**config.mk**
```make
export PLATFORM = sky130hd
export DESIGN_NAME = tooth_edge_switching_core
export DESIGN_NICKNAME = d
export VERILOG_FILES = /design/src/rtl/tooth_edge_pkg.sv /design/src/rtl/tooth_edge_switching_core.sv /design/src/rtl/switch_level_calc.sv
export SDC_FILE = /design/constraint.sdc
export NUM_CORES = 1
export LEC_CHECK = 0
export ABC_AREA = 1
export BUFFER_PORTS_ARGS = -buffer_cell sky130_fd_sc_hd__buf_4
export CORE_MARGIN = 4
export CORE_UTILIZATION = 59
export DETAILED_ROUTE_END_ITERATION = 10
export GPL_TIMING_DRIVEN = 1
export PLACE_DENSITY = 0.75
export SKIP_LAST_GASP = 1
export SYNTH_ARGS = -nofsm -noshare
export SYNTH_HDL_FRONTEND = slang
export SYNTH_SLANG_ARGS = --single-unit
export TNS_END_PERCENT = 100
```
**constraint.sdc**
```tcl
create_clock -name clk_sys_in -period 5.8 [get_ports clk_sys_in]
set_clock_uncertainty 0.05 [all_clocks]
set_input_delay 0.58 -clock clk_sys_in [delete_from_list [all_inputs] [get_ports clk_sys_in]]
set_output_delay 0.58 -clock clk_sys_in [all_outputs]
set_load 0.02 [all_outputs]
```
**src/rtl/tooth_edge_pkg.sv**
```systemverilog
// Package: shared constants, types and field layouts of the tooth edge switching core
package tooth_edge_pkg;

  // ==========================================================================
  // Sample format
  // ==========================================================================
  localparam int unsigned SAMPLE_W = 16;

  typedef logic signed [SAMPLE_W-1:0] field_t;
  typedef logic signed [SAMPLE_W:0]   level_t;

  typedef struct packed {
    logic   valid;
    field_t field;
  } sample_t;

  // ==========================================================================
  // Timing
  // ==========================================================================
  localparam int unsigned CLK_PERIOD_PS   = 10000;
  localparam int unsigned POWER_ON_TIME_US = 700;
  // Least time, rounded up to whole cycles
  localparam int unsigned POWER_ON_CYCLES =
    (POWER_ON_TIME_US * 1000000 + CLK_PERIOD_PS - 1) / CLK_PERIOD_PS;
  localparam int unsigned POR_CNT_W = 24;

  // ==========================================================================
  // Thresholds and reset values
  // ==========================================================================
  // Plain default; the trimmed value of a real part is not known here
  localparam int unsigned MIN_SIGNAL_STEP_DEF = 16;
  // Hysteresis offset is amplitude / 8, i.e. 12.5 percent
  localparam int unsigned HYST_SHIFT = 3;
  localparam logic        SPEED_RESET = 1'b1;

  // ==========================================================================
  // Modes and start-up direction
  // ==========================================================================
  typedef enum logic [1:0] {
    MODE_POWER_ON,
    MODE_STARTUP,
    MODE_RUNNING
  } mode_t;

  typedef enum logic [1:0] {
    DIR_NONE,
    DIR_RISE,
    DIR_FALL
  } dir_t;

  typedef struct packed {
    mode_t                mode;
    logic                 speed;
    logic                 running;
    dir_t                 last_dir;
    logic                 min_valid;
    logic                 max_valid;
    logic                 pos_seen;
    logic                 neg_seen;
    field_t               cur_min;
    field_t               cur_max;
    field_t               min_val;
    field_t               max_val;
    logic [POR_CNT_W-1:0] por_cnt;
  } core_state_t;

endpackage : tooth_edge_pkg

```
**src/rtl/tooth_edge_switching_core.sv**
```systemverilog
// Module: digital switching core of a Hall speed sensor, power-on, start-up, running
`timescale 1ns/1ps

module tooth_edge_switching_core
  import tooth_edge_pkg::*;
#(
  parameter int unsigned            POWER_ON_CNT    = POWER_ON_CYCLES,
  parameter logic [SAMPLE_W-1:0]    MIN_SIGNAL_STEP = SAMPLE_W'(MIN_SIGNAL_STEP_DEF)
)
(
  input  wire logic    clk_sys_in,
  input  wire logic    rst_in,
  input  wire sample_t sample_in,
  output logic         speed_out,
  output logic         running_out
);

  // ==========================================================================
  // State
  // ==========================================================================
  core_state_t st_reg;
  core_state_t st_next;

  level_t thr;
  level_t pos_lvl;
  level_t neg_lvl;
  level_t smp;
  level_t rise_diff;
  level_t fall_diff;
  level_t step;
  logic   rise_seen;
  logic   fall_seen;
  logic   por_done;

  // Sign extension of a field value to the level width, used by both step detectors
  function automatic level_t widen(input field_t f);
    return level_t'({f[SAMPLE_W-1], f});
  endfunction : widen

  // ==========================================================================
  // Threshold and hysteresis levels
  // ==========================================================================
  // Levels come from the latched extremes, so they move only at a detected
  // edge (a first start-up fall shows no output edge) and never chase the sample that is being compared against them.
  switch_level_calc u_level (
    .min_in  (st_reg.min_val),
    .max_in  (st_reg.max_val),
    .thr_out (thr),
    .pos_out (pos_lvl),
    .neg_out (neg_lvl)
  );

  // ==========================================================================
  // Sample step detection
  // ==========================================================================
  always_comb begin
    smp       = level_t'(sample_in.field);
    step      = level_t'({1'b0, MIN_SIGNAL_STEP});
    // One bit wider so a full-scale swing cannot wrap to a negative step
    rise_diff = widen(sample_in.field) - widen(st_reg.cur_min);
    fall_diff = widen(st_reg.cur_max) - widen(sample_in.field);
    rise_seen = rise_diff > step;
    fall_seen = fall_diff > step;
    por_done  = st_reg.por_cnt >= POR_CNT_W'(POWER_ON_CNT - 1);
  end

  // ==========================================================================
  // Next state
  // ==========================================================================
  always_comb begin
    st_next = st_reg;

    case (st_reg.mode)

      // ----------------------------------------------------------------------
      MODE_POWER_ON: begin
        // Analog working points settle; samples are not trusted here
        st_next.speed = 1'b1;
        if (!por_done) begin
          st_next.por_cnt = st_reg.por_cnt + POR_CNT_W'(1);
        end else if (sample_in.valid) begin
          st_next.mode    = MODE_STARTUP;
          st_next.cur_min = sample_in.field;
          st_next.cur_max = sample_in.field;
        end
      end

      // ----------------------------------------------------------------------
      MODE_STARTUP: begin
        if (sample_in.valid) begin
          if (sample_in.field < st_reg.cur_min) begin
            st_next.cur_min = sample_in.field;
          end
          if (sample_in.field > st_reg.cur_max) begin
            st_next.cur_max = sample_in.field;
          end
          if (rise_seen && st_reg.last_dir != DIR_RISE) begin
            // Minimum confirmed; amplitude unknown, so edge may be early
            st_next.speed     = 1'b0;
            st_next.min_valid = 1'b1;
            st_next.min_val   = st_reg.cur_min;
            st_next.cur_max   = sample_in.field;
            st_next.last_dir  = DIR_RISE;
          end else if (fall_seen && st_reg.last_dir != DIR_FALL) begin
            // Driving high shows no edge when this fall comes first; after a rise it is a visible edge
            st_next.speed     = 1'b1;
            st_next.max_valid = 1'b1;
            st_next.max_val   = st_reg.cur_max;
            st_next.cur_min   = sample_in.field;
            st_next.last_dir  = DIR_FALL;
          end
          if (st_next.min_valid && st_next.max_valid) begin
            // Exactly two detected edges, one rise and one fall; a first fall stays unseen
            st_next.mode    = MODE_RUNNING;
            st_next.running = 1'b1;
            // The field still stands on the far side of the new threshold here;
            // pre-arming would let it flip the output at once, so both levels
            // start disarmed and the next edge needs a real hysteresis crossing.
            st_next.pos_seen = 1'b0;
            st_next.neg_seen = 1'b0;
          end
        end
      end

      // ----------------------------------------------------------------------
      MODE_RUNNING: begin
        if (sample_in.valid) begin
          if (sample_in.field < st_reg.cur_min) begin
            st_next.cur_min = sample_in.field;
          end
          if (sample_in.field > st_reg.cur_max) begin
            st_next.cur_max = sample_in.field;
          end
          // Alternation: only the level opposite to the last edge is armed
          if (smp > pos_lvl && st_reg.speed == 1'b0) begin
            st_next.pos_seen = 1'b1;
          end
          if (smp < neg_lvl && st_reg.speed == 1'b1) begin
            st_next.neg_seen = 1'b1;
          end
          // Falling field through threshold: output high
          if (smp < thr && st_next.pos_seen && st_reg.speed == 1'b0) begin
            st_next.speed    = 1'b1;
            st_next.pos_seen = 1'b0;
            st_next.max_val  = st_reg.cur_max;
            st_next.cur_min  = sample_in.field;
          end else if (smp > thr && st_next.neg_seen && st_reg.speed == 1'b1) begin
            // Rising field through threshold: output low
            st_next.speed    = 1'b0;
            st_next.neg_seen = 1'b0;
            st_next.min_val  = st_reg.cur_min;
            st_next.cur_max  = sample_in.field;
          end
        end
      end

      // ----------------------------------------------------------------------
      default: begin
        st_next.mode = MODE_POWER_ON;
      end

    endcase
  end

  // ==========================================================================
  // State register
  // ==========================================================================
  always_ff @(posedge clk_sys_in or posedge rst_in) begin
    if (rst_in) begin
      st_reg.mode      <= MODE_POWER_ON;
      st_reg.speed     <= SPEED_RESET;
      st_reg.running   <= 1'b0;
      st_reg.last_dir  <= DIR_NONE;
      st_reg.min_valid <= 1'b0;
      st_reg.max_valid <= 1'b0;
      st_reg.pos_seen  <= 1'b0;
      st_reg.neg_seen  <= 1'b0;
      st_reg.cur_min   <= '0;
      st_reg.cur_max   <= '0;
      st_reg.min_val   <= '0;
      st_reg.max_val   <= '0;
      st_reg.por_cnt   <= '0;
    end else begin
      st_reg <= st_next;
    end
  end

  // ==========================================================================
  // Outputs
  // ==========================================================================
  assign speed_out   = st_reg.speed;
  assign running_out = st_reg.running;

endmodule : tooth_edge_switching_core

```
**src/rtl/switch_level_calc.sv**
```systemverilog
// Module: switching threshold and adaptive hysteresis levels from min and max
`timescale 1ns/1ps

module switch_level_calc
  import tooth_edge_pkg::*;
(
  input  wire field_t min_in,
  input  wire field_t max_in,
  output level_t      thr_out,
  output level_t      pos_out,
  output level_t      neg_out
);

  // ==========================================================================
  // Mean and amplitude
  // ==========================================================================
  logic signed [SAMPLE_W+1:0] sum;
  logic signed [SAMPLE_W+1:0] amp;
  logic signed [SAMPLE_W+1:0] offs;
  logic signed [SAMPLE_W+1:0] mean;

  always_comb begin
    sum  = {{2{min_in[SAMPLE_W-1]}}, min_in} + {{2{max_in[SAMPLE_W-1]}}, max_in};
    mean = sum >>> 1;
    amp  = {{2{max_in[SAMPLE_W-1]}}, max_in} - {{2{min_in[SAMPLE_W-1]}}, min_in};
    // A reversed pair would give a negative offset; clamp it to no hysteresis
    offs = amp[SAMPLE_W+1] ? '0 : (amp >>> HYST_SHIFT);
    thr_out = mean[SAMPLE_W:0];
    pos_out = level_t'(mean + offs);
    neg_out = level_t'(mean - offs);
  end

endmodule : switch_level_calc

```
==> PnR_summary.wiki <==
{| class="wikitable"
! Metric !! Value
|-
| Number of enable flip-flop cells after synthesis || 0
|-
| First-pass detailed-route iteration total || 6
|-
| Share of the yosys chip area belonging to registers || 0.201
|-
| # IOs || 21
|-
| Endpoint of the worst setup timing path || st_reg[29]
|-
| Result of the run || finished, violations left
|-
| Area growth from synthesis to layout || 24.0%
|-
| Max FFs per register || 96
|-
| Maximum number of pins on one net before global-route repair || 60
|-
| Sum of negative setup slack || -5790 ps
|-
| RSZ-0062 raised after global routing || yes
|-
| Data arrival time of the worst path || 6250 ps
|-
| Final setup margin || -215 ps
|-
| FP Rows || 52
|-
| Worst R2R End || st_reg[29]
|-
| Clock latency on the worst-skew pair || 360 ps
|-
| Core outline area || 0.0203 mm^2
|-
| Root Buffer Master || sky130_fd_sc_hd__clkbuf_16
|-
| TritonCTS clock tree || built
|-
| Average vias per placed instance || 5.70
|-
| Pre-CTS setup slack || -503 ps
|-
| Overall routed net length || 39,100 um
|-
| Post-DR wirelength/cell || 16.8 um
|-
| Switching Share || 0.422
|-
| Clock Sink Count || 98
|-
| Crit path largest cell delay || 390 ps
|-
| Via count of the first global-routing pass || 12,516
|-
| Violations in the final reports || negative setup slack
|-
| Share of total power in the clock network || 0.208
|-
| Mean instance size in the synthesized netlist || 6.38 um^2
|-
| Setup violators final || 65
|-
| Predominant post-synthesis flop cell || sky130_fd_sc_hd__dfrtp_1
|-
| Slew of the pin with the lowest slew margin || 1270 ps
|-
| CTS buffer count || 9
|-
| Fraction of synthesis flops using an asynchronous set or reset pin || 1.00
|-
| Type of element capturing the critical path || flip-flop
|-
| Combinational share of power || 0.568
|-
| Post-Layout Inst Area || 0.0151 mm^2
|-
| Worst slew margin || 0.152
|-
| Drt initial violations || 1,109
|-
| Flops & latches, synth || 98
|-
| Clock slew seen by the registers of the worst setup and hold paths || 70 ps
|-
| Clock H-tree levels || 3
|-
| Total Routing Usage GR || 0.328
|-
| Overall die height || 152 um
|-
| Count of final max-slew check failures || 0
|-
| Max stage delay cell, worst path || sky130_fd_sc_hd__dfrtp_1
|-
| Layout cell share with drive strength beyond 1 || 0.218
|-
| HPWL after detailed placement || 27,700 um
|-
| Crit Path Category || reg2reg
|-
| Maximum fanout encountered on the critical timing path || 8
|-
| Internal portion of total power || 1810 uW
|-
| Reported leakage power || 0.00787 uW
|-
| Total instance count after detailed placement || 2,278
|-
| Summed instance area of the synthesized netlist || 0.0122 mm^2
|-
| Number of warnings reported in the yosys synthesis log || 0
|-
| Fill cell total of the finished layout || 1,569
|-
| Worst VDD drop || 142 uV
|-
| Critical Path Start || st_reg[48]
|-
| First-pass GRT wire length || 60,300 um
|-
| Final period utilization || 1.04
|-
| CP startpoint kind || flip-flop
|-
| Number of antenna violations at the first check in global routing || 0
|-
| Worst hold path class || in2async
|-
| Post-route ant nets || 0
|-
| Starting density of the core || 0.600
|-
| Inserted Diodes || 0
|-
| Total of max-cap violations || 0
|-
| R2R Setup Slk || -220 ps
|-
| Total net switching power || 1320 uW
|-
| Cts hold-fix bufs || 0
|-
| Syn_nets || 2,075
|-
| Max Clk Rate || 166 MHz
|-
| Floorplan die area || 0.0230 mm^2
|-
| Power density of the placed cells || 207 mW/mm^2
|-
| Minimum clock period || 6020 ps
|-
| Via Count || 13,269
|-
| Placed Instance Area || 0.0135 mm^2
|-
| Total count of hold-check failures in the final report || 0
|-
| Residual DRC count || 0
|-
| Reg-to-reg startpoint || st_reg[48]
|-
| Critical Path RT || 6030 ps
|-
| # nets final || 2,221
|-
| Portion of total power attributed to sequential cells || 0.224
|-
| Number of cells in the finished layout apart from fillers || 2,329
|-
| Routability Congestion || 0.980
|-
| Reg2Reg Depth || 42
|-
| Die boundary width || 152 um
|-
| Port-buffer cells || 20
|-
| Grt ovf || 0
|-
| Cell variety after synth || 58
|-
| Post-synthesis instance total || 1,908
|-
| Number of buffers on the longest clock path || 2
|}
==> through the flow <==
step                      hold slack [ps]   util  power, uW
after detailed placement              319  0.664       2180
after global routing                  246  0.744       3350
after floorplan                       372      -       1620
after global placement                316  0.664       2150
after CTS                             221  0.704       2950
final                                 200  0.744       3130
==> worst min-delay path by stage <==
stage / slack, ps / to / from / cells past startpoint
floorplan: 370 / st_reg[90] / st_reg[90] / 2
global placement: 320 / st_reg[21] / st_reg[21] / 0
detailed placement: 320 / st_reg[20] / st_reg[20] / 0
CTS: 220 / st_reg[21] / rst_in / 2
global route: 250 / st_reg[23] / rst_in / 2
finish: 200 / st_reg[23] / rst_in / 2
==> power by group through the flow <==
| stage | clock, uW | sequential [uW] | combinational (uW) |
|---|---|---|---|
| 4_1_cts | 655 | 700 | 1590 |
| 3_3_place_gp | 0 | 712 | 1440 |
| 5_1_grt | 680 | 703 | 1960 |
| 2_1_floorplan | 0 | 713 | 905 |
| 3_5_place_dp | 0 | 713 | 1470 |
| 6_report | 651 | 701 | 1780 |
==> final cells by class <==
cell class                 count  area, um^2  area share
clock inverter                 7        95.1     0.00630
tap                          270         338      0.0224
multi-input combinational   1435        9160       0.607
inverter                     313        1180      0.0783
sequential                    98        2450       0.162
clock buffer                   9         225      0.0149
timing repair buffer         197        1650       0.109
==> critical path: cells and delay by family, from the launching register on <==
| family | cells | cell delay (ps) |
|---|---|---|
| xor gates and xnor gates | 1 | 150 |
| adders and majority gates | 3 | 750 |
| DFF | 1 | 390 |
| and+or+nand+nor | 21 | 2050 |
| AOI/OAI and AO/OA | 9 | 1540 |
| buffers and inverters | 8 | 970 |
==> cells by family (layout without fill, tap and decap cells) <==
group           after synthesis  count (layout)  share of synthesized area
xor+xnor                     64              64                     0.0460
buf+inv                     375             526                      0.123
fa+ha+maj                   148             148                      0.155
flops                        98              98                      0.201
compound gates              264             264                      0.136
simple gates                959             959                      0.338
==> synth_stat cells (5+ instances only) <==
master | count | area share
sky130_fd_sc_hd__nor2_1 | 193 | 0.059
sky130_fd_sc_hd__inv_1 | 308 | 0.095
sky130_fd_sc_hd__ha_1 | 143 | 0.15
sky130_fd_sc_hd__buf_2 | 19 | 0.0078
sky130_fd_sc_hd__xnor2_1 | 6 | 0.0043
sky130_fd_sc_hd__fa_1 | 5 | 0.0082
sky130_fd_sc_hd__nand2_1 | 499 | 0.15
sky130_fd_sc_hd__a22oi_2 | 10 | 0.010
sky130_fd_sc_hd__xor2_1 | 58 | 0.042
sky130_fd_sc_hd__a22oi_1 | 6 | 0.0037
sky130_fd_sc_hd__clkbuf_1 | 32 | 0.0099
sky130_fd_sc_hd__nand3b_1 | 9 | 0.0055
sky130_fd_sc_hd__nand4_1 | 35 | 0.018
sky130_fd_sc_hd__o31ai_2 | 14 | 0.014
sky130_fd_sc_hd__nand2_2 | 16 | 0.0082
sky130_fd_sc_hd__nor3_1 | 18 | 0.0074
sky130_fd_sc_hd__o21ai_0 | 81 | 0.033
sky130_fd_sc_hd__a21oi_1 | 107 | 0.044
sky130_fd_sc_hd__o31ai_1 | 8 | 0.0049
sky130_fd_sc_hd__nor2_2 | 6 | 0.0031
sky130_fd_sc_hd__nand3_1 | 158 | 0.065
sky130_fd_sc_hd__nor4_1 | 5 | 0.0026
sky130_fd_sc_hd__or2_2 | 5 | 0.0026
sky130_fd_sc_hd__dfrtp_1 | 97 | 0.20
==> metal layers <==
| metal | vias to the layer above | GRT usage | routed length [um] |
|---|---|---|---|
| met5 | - | 0 | 0 |
| met4 | 0 | 0.168 | 2350 |
| met3 | 160 | 0.0449 | 2680 |
| met2 | 593 | 0.566 | 18800 |
| met1 | 6094 | 0.398 | 15200 |
| li1 | 6422 | - | - |
==> cells in the final DEF (no fill, tap or decap), drive strengths merged, types with 5 or more instances in the layout <==
master / count
nand2: 515
inv: 317
nor2: 201
buf: 193
nand3: 162
ha: 143
a21oi: 111
dfrtp: 97
o21ai: 86
xor2: 58
nand4: 35
o31ai: 22
nor3: 19
a22oi: 16
clkbuf: 13
nand3b: 9
or2: 7
xnor2: 6
nor4: 6
fa: 5
a21boi: 5
==> timing repair <==
item | CTS | global route
cloned | 0 | 4
setup buffers | 21 | 10
gates resized for setup | 74 | 167
hold endpoints to repair | 0 | 0
setup endpoints to repair | 67 | 67
pin swaps | 41 | 84
Power figures use the tool's default switching activity.
